[config.mk]
export PLATFORM = sky130hd
export DESIGN_NAME = ud_top
export DESIGN_NICKNAME = d
export VERILOG_FILES = /design/src/hdl/ud_pkg.sv /design/src/hdl/ud_fifo.sv /design/src/hdl/ud_top.sv
export VERILOG_INCLUDE_DIRS = /design/src /design/src/hdl
export SDC_FILE = /design/constraint.sdc
export NUM_CORES = 1
export LEC_CHECK = 0
export ABC_AREA = 1
export BUFFER_PORTS_ARGS = -buffer_cell sky130_fd_sc_hd__buf_2
export CORE_ASPECT_RATIO = 2
export CORE_UTILIZATION = 40
export CTS_CLUSTER_SIZE = 30
export DETAILED_ROUTE_END_ITERATION = 6
export GPL_TIMING_DRIVEN = 0
export PLACE_DENSITY = 0.64
export SLEW_MARGIN = 30
export SYNTH_ARGS = -nofsm -noshare
export SYNTH_HDL_FRONTEND = slang
export SYNTH_SLANG_ARGS = --single-unit
[constraint.sdc]
create_clock -name clk_i -period 8.5 [get_ports clk_i]
set_clock_uncertainty 0.15 [all_clocks]
set_input_delay 1.275 -clock clk_i [delete_from_list [all_inputs] [get_ports clk_i]]
set_output_delay 1.275 -clock clk_i [all_outputs]
set_load 0.01 [all_outputs]
[src/hdl/ud_consts.svh]
`ifndef UD_CONSTS_SVH
`define UD_CONSTS_SVH

// Register byte addresses.
`define UD_ADDR_DATA      32'h5000_1000
`define UD_ADDR_DIV_HIGH  32'h5000_1004
`define UD_ADDR_FIFO_CTRL 32'h5000_1008
`define UD_ADDR_LINE_FMT  32'h5000_100C
`define UD_ADDR_LINE_ST   32'h5000_1014
`define UD_ADDR_IRQ_STAT  32'h5000_1040
`define UD_ADDR_IRQ_MASK  32'h5000_1044

// Field positions.
`define UD_FMT_DIV_ACCESS 7
`define UD_FMT_IR_MODE    0
`define UD_FIFO_ENABLE    0
`define UD_ST_RX_READY    0
`define UD_ST_OVERRUN     1
`define UD_ST_TX_EMPTY    5
`define UD_ST_TX_IDLE     6
`define UD_IRQ_RX         0
`define UD_IRQ_OVERRUN    1
`define UD_IRQ_TX         2

// Reset values.
`define UD_RST_DIV        16'h0000
`define UD_RST_LINE_FMT   8'h00
`define UD_RST_IRQ_MASK   3'h0

// Timing counts, in ticks of the sixteen-fold baud clock.
`define UD_TICKS_LAST     4'hF
`define UD_TICKS_MID      4'h7
`define UD_IR_PULSE       4'h3

// Bus answers.
`define UD_RESP_OKAY      2'b00
`define UD_RESP_SLVERR    2'b10

`endif

[src/hdl/ud_pkg.sv]
package ud_pkg;

  // Shared by the transmit and receive sequencers.
  typedef enum logic [1:0] {
    UD_IDLE  = 2'b00,
    UD_START = 2'b01,
    UD_DATA  = 2'b10,
    UD_STOP  = 2'b11
  } ud_state_t;

endpackage : ud_pkg

[src/hdl/ud_fifo.sv]
`timescale 1ns/1ps
module ud_fifo #(
  parameter int WIDTH = 8,
  parameter int DEPTH = 16
) (
  input  wire logic                       clk_i,       // Bus clock.
  input  wire logic                       rst_i,       // Async reset.
  input  wire logic                       flush_i,     // Drop all entries.
  input  wire logic                       in_valid_i,  // Entry offered.
  output logic                            in_ready_o,  // Room left.
  input  wire logic [WIDTH-1:0]           in_data_i,   // Entry in.
  output logic                            out_valid_o, // Entry held.
  input  wire logic                       out_ready_i, // Entry taken.
  output logic [WIDTH-1:0]                out_data_o,  // Oldest entry.
  output logic [$clog2(DEPTH+1)-1:0]      count_o      // Fill level.
);
  localparam int AW = $clog2(DEPTH);
  localparam int CW = $clog2(DEPTH + 1);

  logic [WIDTH-1:0] mem [DEPTH];
  logic [AW-1:0]    wr_ptr;
  logic [AW-1:0]    rd_ptr;

  // Handshakes and pointer wrap; depth need not be a power of two.
  wire          push        = in_valid_i && in_ready_o;
  wire          pop         = out_valid_o && out_ready_i;
  wire [AW-1:0] next_wr_ptr = (wr_ptr == AW'(DEPTH - 1)) ? '0 : wr_ptr + 1'b1;
  wire [AW-1:0] next_rd_ptr = (rd_ptr == AW'(DEPTH - 1)) ? '0 : rd_ptr + 1'b1;
  assign in_ready_o  = count_o != CW'(DEPTH);
  assign out_valid_o = count_o != '0;
  assign out_data_o  = mem[rd_ptr];

  // Storage carries no reset; only the pointers and the level define what is valid.
  always_ff @(posedge clk_i) begin
    if (push) begin
      mem[wr_ptr] <= in_data_i;
    end
  end

  // Pointers and level.
  always_ff @(posedge clk_i or posedge rst_i) begin
    if (rst_i) begin
      wr_ptr  <= '0;
      rd_ptr  <= '0;
      count_o <= '0;
    end else if (flush_i) begin
      wr_ptr  <= '0;
      rd_ptr  <= '0;
      count_o <= '0;
    end else begin
      if (push) wr_ptr <= next_wr_ptr;
      if (pop) rd_ptr <= next_rd_ptr;
      count_o <= count_o + CW'(push) - CW'(pop);
    end
  end

endmodule : ud_fifo

[src/hdl/ud_top.sv]
// How it works
// A data read returns the last character received, from rxd or infrared.
// Software trusts received data only while the ready flag is set.
// Without FIFOs a new character overwrites an unread one and flags overrun.
// With FIFOs a data read returns the oldest receive FIFO entry.
// A character hitting a full receive FIFO is dropped and flags overrun.
// A written byte leaves on txd, or on the low-active infrared output.
// Software writes transmit data only while transmit-empty is set.
// Without FIFOs one data write clears the transmit-empty flag.
// Without FIFOs further writes overwrite the pending transmit byte.
// With FIFOs writes are accepted until the transmit FIFO is full.
// A write to a full transmit FIFO is dropped, contents unchanged.
// With divisor access the location is the low divisor byte.
// The divisor is reachable only while divisor access is set.
// Bit rate is clock divided by sixteen times the divisor.
// The high divisor byte sits at the next word under divisor access.
// Otherwise the location is data, and bits 15 to 8 read zero.
// A receive read clears the ready flag once nothing is left.
//
// Local design decision: the AXI4-Lite slave port.
`timescale 1ns/1ps
`include "ud_consts.svh"
module ud_top import ud_pkg::*; #(
  parameter int TX_DEPTH = 16,
  parameter int RX_DEPTH = 16
) (
  input  wire logic        clk_i,            // 50 MHz bus clock.
  input  wire logic        rst_i,            // Async reset, high.
  input  wire logic [31:0] s_axi_awaddr_i,   // Write address.
  input  wire logic        s_axi_awvalid_i,  // Write address valid.
  output logic             s_axi_awready_o,  // Write address ready.
  input  wire logic [31:0] s_axi_wdata_i,    // Write data.
  input  wire logic [3:0]  s_axi_wstrb_i,    // Byte enables.
  input  wire logic        s_axi_wvalid_i,   // Write data valid.
  output logic             s_axi_wready_o,   // Write data ready.
  output logic [1:0]       s_axi_bresp_o,    // Write answer.
  output logic             s_axi_bvalid_o,   // Write answer valid.
  input  wire logic        s_axi_bready_i,   // Write answer taken.
  input  wire logic [31:0] s_axi_araddr_i,   // Read address.
  input  wire logic        s_axi_arvalid_i,  // Read address valid.
  output logic             s_axi_arready_o,  // Read address ready.
  output logic [31:0]      s_axi_rdata_o,    // Read data.
  output logic [1:0]       s_axi_rresp_o,    // Read answer.
  output logic             s_axi_rvalid_o,   // Read answer valid.
  input  wire logic        s_axi_rready_i,   // Read answer taken.
  input  wire logic        rxd_i,            // Serial input line.
  input  wire logic        sir_in_i,         // Infrared pulse input.
  output logic             txd_o,            // Serial output line.
  output logic             sir_out_n_o,      // Infrared output, low.
  output logic             irq_o             // Interrupt level.
);
  localparam int CW_TX = $clog2(TX_DEPTH + 1);
  localparam int CW_RX = $clog2(RX_DEPTH + 1);

  logic [15:0]      div;
  logic [7:0]       line_format;
  logic             fifo_en;
  logic             overrun;
  logic [2:0]       irq_stat;
  logic [2:0]       irq_mask;
  logic             tx_empty_q;
  logic [7:0]       rx_hold;
  logic             rx_hold_valid;
  logic [7:0]       tx_hold;
  logic             tx_hold_full;
  logic             aw_held;
  logic             w_held;
  logic [31:0]      aw_addr;
  logic [7:0]       w_byte;
  logic             w_lane0;
  logic             rd_was_rx;
  logic [15:0]      base_cnt;
  logic [3:0]       ir_stretch;
  ud_state_t        tx_state;
  logic [3:0]       tx_cnt;
  logic [2:0]       tx_bit;
  logic [7:0]       tx_shift;
  ud_state_t        rx_state;
  logic [3:0]       rx_cnt;
  logic [2:0]       rx_bit;
  logic [7:0]       rx_shift;
  logic             rx_done;
  logic             txf_in_ready;
  logic             txf_valid;
  logic [7:0]       txf_data;
  logic [CW_TX-1:0] txf_count;
  logic             rxf_in_ready;
  logic             rxf_valid;
  logic [7:0]       rxf_data;
  logic [CW_RX-1:0] rxf_count;

  // Write decode, done once both address and data are held.
  wire div_access  = line_format[`UD_FMT_DIV_ACCESS];
  wire ir_mode     = line_format[`UD_FMT_IR_MODE];
  wire do_wr       = aw_held && w_held && !s_axi_bvalid_o;
  wire wr_hit_data = aw_addr == `UD_ADDR_DATA;
  wire wr_hit_divh = aw_addr == `UD_ADDR_DIV_HIGH;
  wire wr_hit_fifo = aw_addr == `UD_ADDR_FIFO_CTRL;
  wire wr_hit_fmt  = aw_addr == `UD_ADDR_LINE_FMT;
  wire wr_hit_st   = aw_addr == `UD_ADDR_LINE_ST;
  wire wr_hit_irqs = aw_addr == `UD_ADDR_IRQ_STAT;
  wire wr_hit_mask = aw_addr == `UD_ADDR_IRQ_MASK;
  wire wr_ok       = wr_hit_data | wr_hit_divh | wr_hit_fifo | wr_hit_fmt
                   | wr_hit_st | wr_hit_irqs | wr_hit_mask;
  wire wr_lane     = do_wr && w_lane0;
  wire wr_tx       = wr_lane && wr_hit_data && !div_access;
  wire wr_divl     = wr_lane && wr_hit_data && div_access;
  wire wr_divh     = wr_lane && wr_hit_divh && div_access;
  wire wr_fmt      = wr_lane && wr_hit_fmt;
  wire wr_mask     = wr_lane && wr_hit_mask;
  wire flush       = wr_lane && wr_hit_fifo
                   && (w_byte[`UD_FIFO_ENABLE] != fifo_en);

  // Read decode; a read has its side effects in the cycle it is taken.
  wire do_rd       = s_axi_arvalid_i && s_axi_arready_o;
  wire rd_hit_data = s_axi_araddr_i == `UD_ADDR_DATA;
  wire rd_hit_divh = s_axi_araddr_i == `UD_ADDR_DIV_HIGH;
  wire rd_hit_fifo = s_axi_araddr_i == `UD_ADDR_FIFO_CTRL;
  wire rd_hit_fmt  = s_axi_araddr_i == `UD_ADDR_LINE_FMT;
  wire rd_hit_st   = s_axi_araddr_i == `UD_ADDR_LINE_ST;
  wire rd_hit_irqs = s_axi_araddr_i == `UD_ADDR_IRQ_STAT;
  wire rd_hit_mask = s_axi_araddr_i == `UD_ADDR_IRQ_MASK;
  wire rd_ok       = rd_hit_data | rd_hit_divh | rd_hit_fifo | rd_hit_fmt
                   | rd_hit_st | rd_hit_irqs | rd_hit_mask;
  wire rd_rx       = do_rd && rd_hit_data && !div_access;
  wire rd_st       = do_rd && rd_hit_st;
  wire rd_irqs     = do_rd && rd_hit_irqs;

  // Status seen by software.
  wire [7:0] rx_head  = fifo_en ? rxf_data : rx_hold;
  wire       rx_ready = fifo_en ? rxf_valid : rx_hold_valid;
  wire       tx_empty = fifo_en ? (txf_count == '0) : !tx_hold_full;
  wire       tx_idle  = (tx_state == UD_IDLE) && tx_empty;
  wire [7:0] line_state = {1'b0, tx_idle, tx_empty, 3'b000, overrun,
                           rx_ready};
  wire [7:0] rd_byte =
      rd_hit_data ? (div_access ? div[7:0] : rx_head) :
      rd_hit_divh ? (div_access ? div[15:8] : 8'h00) :
      rd_hit_fifo ? {7'h00, fifo_en} :
      rd_hit_fmt  ? line_format :
      rd_hit_st   ? line_state :
      rd_hit_irqs ? {5'h00, irq_stat} :
      rd_hit_mask ? {5'h00, irq_mask} : 8'h00;

  // Baud tick at sixteen times the bit rate; divisor zero stops it.
  wire tick = (div != 16'h0000) && (base_cnt == div - 16'h0001);

  // Character sources and sinks.
  wire       tx_src_valid = fifo_en ? txf_valid : tx_hold_full;
  wire [7:0] tx_src_data  = fifo_en ? txf_data : tx_hold;
  wire       tx_load      = (tx_state == UD_IDLE) && tx_src_valid;
  wire       tx_line      = (tx_state == UD_START) ? 1'b0 :
                            (tx_state == UD_DATA) ? tx_shift[0] : 1'b1;
  wire       rx_line      = ir_mode ? (ir_stretch == 4'h0) : rxd_i;
  wire       ev_overrun   = rx_done && (fifo_en ? !rxf_in_ready
                                        : (rx_hold_valid && !rd_rx));
  wire [2:0] events       = {tx_empty && !tx_empty_q, ev_overrun,
                             rx_done && !ev_overrun};
  wire [2:0] next_irq_stat = (irq_stat & ~{3{rd_irqs}}) | events;

  ud_fifo #(.WIDTH(8), .DEPTH(TX_DEPTH)) u_tx_fifo (
    .clk_i       (clk_i),
    .rst_i       (rst_i),
    .flush_i     (flush),
    .in_valid_i  (wr_tx && fifo_en),
    .in_ready_o  (txf_in_ready),
    .in_data_i   (w_byte),
    .out_valid_o (txf_valid),
    .out_ready_i (tx_load && fifo_en),
    .out_data_o  (txf_data),
    .count_o     (txf_count)
  );

  ud_fifo #(.WIDTH(8), .DEPTH(RX_DEPTH)) u_rx_fifo (
    .clk_i       (clk_i),
    .rst_i       (rst_i),
    .flush_i     (flush),
    .in_valid_i  (rx_done && fifo_en),
    .in_ready_o  (rxf_in_ready),
    .in_data_i   (rx_shift),
    .out_valid_o (rxf_valid),
    .out_ready_i (rd_rx && fifo_en),
    .out_data_o  (rxf_data),
    .count_o     (rxf_count)
  );

  // Write side of the bus; one write in flight, new address after answer.
  always_ff @(posedge clk_i or posedge rst_i) begin
    if (rst_i) begin
      s_axi_awready_o <= 1'b1;
      s_axi_wready_o  <= 1'b1;
      s_axi_bvalid_o  <= 1'b0;
      s_axi_bresp_o   <= `UD_RESP_OKAY;
      aw_held         <= 1'b0;
      w_held          <= 1'b0;
      aw_addr         <= 32'h0000_0000;
      w_byte          <= 8'h00;
      w_lane0         <= 1'b0;
    end else begin
      if (s_axi_awvalid_i && s_axi_awready_o) begin
        aw_held         <= 1'b1;
        aw_addr         <= s_axi_awaddr_i;
        s_axi_awready_o <= 1'b0;
      end
      if (s_axi_wvalid_i && s_axi_wready_o) begin
        w_held         <= 1'b1;
        w_byte         <= s_axi_wdata_i[7:0];
        w_lane0        <= s_axi_wstrb_i[0];
        s_axi_wready_o <= 1'b0;
      end
      if (do_wr) begin
        aw_held        <= 1'b0;
        w_held         <= 1'b0;
        s_axi_bvalid_o <= 1'b1;
        s_axi_bresp_o  <= wr_ok ? `UD_RESP_OKAY : `UD_RESP_SLVERR;
      end
      if (s_axi_bvalid_o && s_axi_bready_i) begin
        s_axi_bvalid_o  <= 1'b0;
        s_axi_awready_o <= 1'b1;
        s_axi_wready_o  <= 1'b1;
      end
    end
  end

  // Read side of the bus; data is captured as the address is taken.
  always_ff @(posedge clk_i or posedge rst_i) begin
    if (rst_i) begin
      s_axi_arready_o <= 1'b1;
      s_axi_rvalid_o  <= 1'b0;
      s_axi_rdata_o   <= 32'h0000_0000;
      s_axi_rresp_o   <= `UD_RESP_OKAY;
      rd_was_rx       <= 1'b0;
    end else if (do_rd) begin
      s_axi_arready_o <= 1'b0;
      s_axi_rvalid_o  <= 1'b1;
      s_axi_rdata_o   <= {24'h00_0000, rd_byte};
      s_axi_rresp_o   <= rd_ok ? `UD_RESP_OKAY : `UD_RESP_SLVERR;
      rd_was_rx       <= rd_hit_data && !div_access;
    end else if (s_axi_rvalid_o && s_axi_rready_i) begin
      s_axi_arready_o <= 1'b1;
      s_axi_rvalid_o  <= 1'b0;
    end
  end

  // Configuration and interrupt registers.
  always_ff @(posedge clk_i or posedge rst_i) begin
    if (rst_i) begin
      div         <= `UD_RST_DIV;
      line_format <= `UD_RST_LINE_FMT;
      fifo_en     <= 1'b0;
      irq_mask    <= `UD_RST_IRQ_MASK;
      irq_stat    <= 3'h0;
      irq_o       <= 1'b0;
      tx_empty_q  <= 1'b1;
    end else begin
      if (wr_divl) div[7:0] <= w_byte;
      if (wr_divh) div[15:8] <= w_byte;
      if (wr_fmt) line_format <= w_byte;
      if (flush) fifo_en <= w_byte[`UD_FIFO_ENABLE];
      if (wr_mask) irq_mask <= w_byte[2:0];
      irq_stat   <= next_irq_stat;
      irq_o      <= |(next_irq_stat & irq_mask);
      tx_empty_q <= tx_empty;
    end
  end

  // Holding bytes and overrun; a new event beats a clearing read.
  always_ff @(posedge clk_i or posedge rst_i) begin
    if (rst_i) begin
      rx_hold       <= 8'h00;
      rx_hold_valid <= 1'b0;
      tx_hold       <= 8'h00;
      tx_hold_full  <= 1'b0;
      overrun       <= 1'b0;
    end else begin
      if (rx_done && !fifo_en) begin
        rx_hold       <= rx_shift;
        rx_hold_valid <= 1'b1;
      end else if (rd_rx && !fifo_en) begin
        rx_hold_valid <= 1'b0;
      end
      if (wr_tx && !fifo_en) begin
        tx_hold      <= w_byte;
        tx_hold_full <= 1'b1;
      end else if (tx_load && !fifo_en) begin
        tx_hold_full <= 1'b0;
      end
      overrun <= ev_overrun | (overrun & !rd_st);
    end
  end

  // Baud divider and infrared pulse stretcher.
  always_ff @(posedge clk_i or posedge rst_i) begin
    if (rst_i) begin
      base_cnt   <= 16'h0000;
      ir_stretch <= 4'h0;
    end else begin
      if (div == 16'h0000 || base_cnt >= div - 16'h0001) begin
        base_cnt <= 16'h0000;
      end else begin
        base_cnt <= base_cnt + 16'h0001;
      end
      if (sir_in_i) begin
        ir_stretch <= `UD_TICKS_LAST;
      end else if (tick && ir_stretch != 4'h0) begin
        ir_stretch <= ir_stretch - 4'h1;
      end
    end
  end

  // Transmitter: start bit, eight data bits LSB first, one stop bit.
  always_ff @(posedge clk_i or posedge rst_i) begin
    if (rst_i) begin
      tx_state <= UD_IDLE;
      tx_cnt   <= 4'h0;
      tx_bit   <= 3'h0;
      tx_shift <= 8'h00;
    end else begin
      if (tick) tx_cnt <= tx_cnt + 4'h1;
      unique case (tx_state)
        UD_IDLE: begin
          tx_cnt <= 4'h0;
          if (tx_load) begin
            tx_state <= UD_START;
            tx_shift <= tx_src_data;
          end
        end
        UD_START: begin
          tx_bit <= 3'h0;
          if (tick && tx_cnt == `UD_TICKS_LAST) tx_state <= UD_DATA;
        end
        UD_DATA: begin
          if (tick && tx_cnt == `UD_TICKS_LAST) begin
            tx_shift <= {1'b0, tx_shift[7:1]};
            tx_bit   <= tx_bit + 3'h1;
            if (tx_bit == 3'h7) tx_state <= UD_STOP;
          end
        end
        UD_STOP: begin
          if (tick && tx_cnt == `UD_TICKS_LAST) tx_state <= UD_IDLE;
        end
      endcase
    end
  end

  // Line drivers; infrared sends a short low pulse for each zero bit.
  always_ff @(posedge clk_i or posedge rst_i) begin
    if (rst_i) begin
      txd_o       <= 1'b1;
      sir_out_n_o <= 1'b1;
    end else begin
      txd_o       <= ir_mode ? 1'b1 : tx_line;
      sir_out_n_o <= !(ir_mode && !tx_line && tx_cnt < `UD_IR_PULSE);
    end
  end

  // Receiver: start bit checked at mid-bit, then one sample per bit.
  always_ff @(posedge clk_i or posedge rst_i) begin
    if (rst_i) begin
      rx_state <= UD_IDLE;
      rx_cnt   <= 4'h0;
      rx_bit   <= 3'h0;
      rx_shift <= 8'h00;
      rx_done  <= 1'b0;
    end else begin
      rx_done <= 1'b0;
      if (tick) rx_cnt <= rx_cnt + 4'h1;
      unique case (rx_state)
        UD_IDLE: begin
          rx_cnt <= 4'h0;
          if (!rx_line) rx_state <= UD_START;
        end
        UD_START: begin
          rx_bit <= 3'h0;
          if (tick && rx_cnt == `UD_TICKS_MID) begin
            rx_cnt   <= 4'h0;
            rx_state <= rx_line ? UD_IDLE : UD_DATA;
          end
        end
        UD_DATA: begin
          if (tick && rx_cnt == `UD_TICKS_LAST) begin
            rx_shift <= {rx_line, rx_shift[7:1]};
            rx_bit   <= rx_bit + 3'h1;
            if (rx_bit == 3'h7) rx_state <= UD_STOP;
          end
        end
        UD_STOP: begin
          if (tick && rx_cnt == `UD_TICKS_LAST) begin
            rx_state <= UD_IDLE;
            rx_done  <= 1'b1;
          end
        end
      endcase
    end
  end
endmodule : ud_top

==> qor.yml <==
netlist.area_leader.share_pct: 36.29
postLayoutCoreUtil_pct: 45.69
slew_viol_final: 0
dieWidth_um: 164.7
period_share_pct: 47.37
post_cts_buffers: 0
drc_errors: 0
grt_pass1_wl_mm: 90.25
core_area_um2: 52410
yosysMostFrequentCell: "nand2_1"
layout-drive-gt1-share_pct: 9.762
max_cap_viol_count: 0
worstPathArrival_ns: 4.33
root_buffer: "clkbuf_16"
dpl.cell_count: 3076
wl_per_cell_um: 18.38
intPower_mw: 3.634
fin_nets: 2613
ys_seq_area_share_pct: 59.13
grt_max_degree: 92
slowest_delay_ns: 0.42
tns_ns: 0
cts_buffers: 37
synth_edf_count: 256
antenna_found_initial: 0
grt_remaining_overflow: 0
dp_hpwl_mm: 42.64
yosys-top-cells-count: "nand2_1, nor2_1, edfxtp_1, o21ai_0, inv_1"
first_pass_iters: 5
synth-async-reset-ratio_pct: 42.98
fp.dieH_um: 327.4
crit_cells: 19
htree_levels: 2
worstPathCellList: "buf_2 -> nor2_1 -> nand3_1 -> nor2_4 -> nand3_1 -> nor2_1 -> nand2_1 -> inv_1 -> nand3_1 -> inv_1 -> ha_1 -> inv_1 -> ha_1 -> fa_1 -> a21oi_1 -> o21bai_1 -> xor2_1 -> nand2_1 -> inv_1"
clock_path_buffers: 3
antenna_left: 0
reg2reg_depth: 18
synth_top_cell_by_area: "edfxtp_1"
netlist_top_cells_area: "edfxtp_1, dfrtp_1, nand2_1"
cts_tree: "built"
start_kind: "input port"
cp.required_ns: 8.80
pwr-share-clk_pct: 36.6
num_rows: 119
ctsHoldBuffers: 0
finalWorstSetupSlack_ns: 4.474
ys_seq_elements: 449
path_max_fanout: 8
synth_ff_type: "edfxtp_1"
p_comb_share_pct: 9.0
cpMostUsedCell: "inv_1"
nFillCells: 5008
sw_frac_of_total_pct: 25.92
syn_to_final_growth_pct: 13.06
antennaDiodeCount: 0
avgSynthCellArea_um2: 9.270
outcome: "complete, no violations"
peakVddDrop_v: 0.0002034
worstSetupPathType: "input port to flop"
ys_warn_count: 0
power_density_nw_per_um2: 204.8
syn_inst: 2285
seq_power_share_pct: 54.5
finalCriticalPeriod_ns: 4.026
critical_path.slowest_cell: "fa_1"
synth_area_um2: 21180
fin_total_pwr_mw: 4.905
dp_slack_ns: 3.916
ioPinCount: 153
start_util_pct: 40.41
gp_congestion: 0.8843
final_cells: 3144
path_delay_family: "simple AND/OR/NAND/NOR gates"
leakage_nw: 10.12
dieArea_um2: 53930
numClockSinks: 449
grt_pass1_vias: 16810
max_slew_margin_pct: 30.60
final_hold_viol_count: 0
vias: 16370
hold_depth: 1
hp-class: "flop to flop"
p_sw_mw: 1.271
rrSetupSlack_ns: 4.55
io_buffer_count: 99
drtIter0Drc: 1239
end_kind: "flop"
placed_cell_area_um2: 22670
insertion_delay_ns: 0.57
via_per_inst: 5.207
rsz0062_at_grt: "false"
final_cell_area_um2: 23950
path_clk_slew_ns: 0.07
crit_buf_inv: 5
synth.distinct_cells: 42
hold_slack_ns: 0.3253
worst_pin_slew_ns: 1.037
totalWireLength_mm: 57.79
fmax_ghz: 0.2484
setup_viol: 0
grt_usage_pct: 21.96
cts-resized-gates: 0
-- cells in the final DEF, fill, tap and decap left out, types with 3 or more instances in the layout --
cell type  Yosys  routed
nand3_1      144     144
o21bai_1       3       3
inv_1        249     248
o21ai_0      255     255
buf_4         26      26
ha_1          52      52
xor2_1        23      23
bufinv_16      0       3
inv_2          6       6
nor3_1        25      25
clkbuf_1      59      64
a21oi_1       44      44
nor2_1       353     345
edfxtp_1     256     256
clkinv_2       0       7
conb_1         1      26
buf_2         12     111
buf_1          7       7
o211ai_1      23      23
xnor2_1        5       5
nand2_1      439     439
clkbuf_16      0      37
dfstp_2        6       6
o221ai_1      13      13
or2_2          6       6
nor2_2         3      11
o22ai_1        9       9
clkbuf_8       0       9
nand4_1       43      43
dfrtp_1      187     187
nand3b_1       5       5
clkinv_1       5       6
nand2_2        4       4
nor4_1         6       6
-- routing by layer --
| layer | global-route usage [%] | vias to the layer above | wire [µm] |
|---|---|---|---|
| met2 | 42.17 | 506 | 31650 |
| met4 | 13.06 | 0 | 3514 |
| li1 | - | 7873 | - |
| met5 | 0 | - | 0 |
| met1 | 22.14 | 7832 | 20330 |
| met3 | 2.317 | 160 | 2296 |
-- logic make-up (layout without fill, tap and decap cells) --
logic type / after synthesis / count (layout) / synth area share [%]
simple gates: 1035 / 1035 / 20.40
flops: 449 / 449 / 59.13
buf+inv: 364 / 533 / 6.982
compound gates: 352 / 352 / 8.955
fa+ha+maj: 54 / 54 / 3.261
xor+xnor: 28 / 28 / 1.158
mux: 2 / 2 / 0.1004
other cells: 1 / 26 / 0.01770
-- sequential cells by signal, indices dropped and copies added, names as in the netlist, 4 cells and up, named ones only --
register / cells
u_rx_fifo.mem: 128
u_tx_fifo.mem: 128
aw_addr: 32
base_cnt: 16
div: 16
line_format: 8
rx_hold: 8
rx_shift: 8
s_axi_rdata_o: 8
tx_hold: 8
tx_shift: 8
w_byte: 8
u_rx_fifo.count_o: 5
u_tx_fifo.count_o: 5
ir_stretch: 4
rx_cnt: 4
tx_cnt: 4
u_rx_fifo.rd_ptr: 4
u_rx_fifo.wr_ptr: 4
u_tx_fifo.rd_ptr: 4
u_tx_fifo.wr_ptr: 4
-- power by group through the flow --
stage / logic (mW) / clock network (mW) / registers, mW
after global routing: 0.497 / 1.89 / 2.69
after global placement: 0.421 / 0 / 2.70
after detailed placement: 0.436 / 0 / 2.71
after CTS: 0.441 / 1.82 / 2.67
final: 0.440 / 1.79 / 2.67
after floorplan: 0.249 / 0 / 2.67
-- final timing paths --
path	endpoint	from
setup / recovery	u_rx_fifo.count_o[4]	s_axi_araddr_i[15]
hold / removal	base_cnt[0]	base_cnt[0]
setup reg to reg	rx_done	div[0]
hold reg to reg	base_cnt[0]	base_cnt[0]
max in group asynchronous	s_axi_wready_o	rst_i
min in group asynchronous	u_tx_fifo.wr_ptr[0]	rst_i
-- worst reg2reg max path, cell delays in order (launching register included) --
cell     delay [ns]
dfrtp_1        0.45
inv_1          0.24
ha_1           0.23
nand2_1        0.12
nor2_1         0.26
nand3_1        0.14
xor2_1         0.16
inv_1          0.06
ha_1           0.27
nand2_1        0.07
nor2_1         0.14
nand2_1        0.12
nor3b_2        0.20
nand2_1        0.20
nor3_1         0.29
nand2_1        0.12
inv_1          0.13
nand2_1        0.06
nor2_1         0.39
-- final cells by class --
class                   instances  area, µm²  area share, %
clock buffers                  51       1069          4.462
well taps                     665      832.0          3.474
clock inverters                17      193.9         0.8098
inverters                     260      983.4          4.107
repair buffers                101      550.5          2.299
plain buffers                 104      503.0          2.100
multi-input cells            1497       7292          30.45
flip-flops and latches        449      12520          52.30
Power figures use the tool's default switching activity.
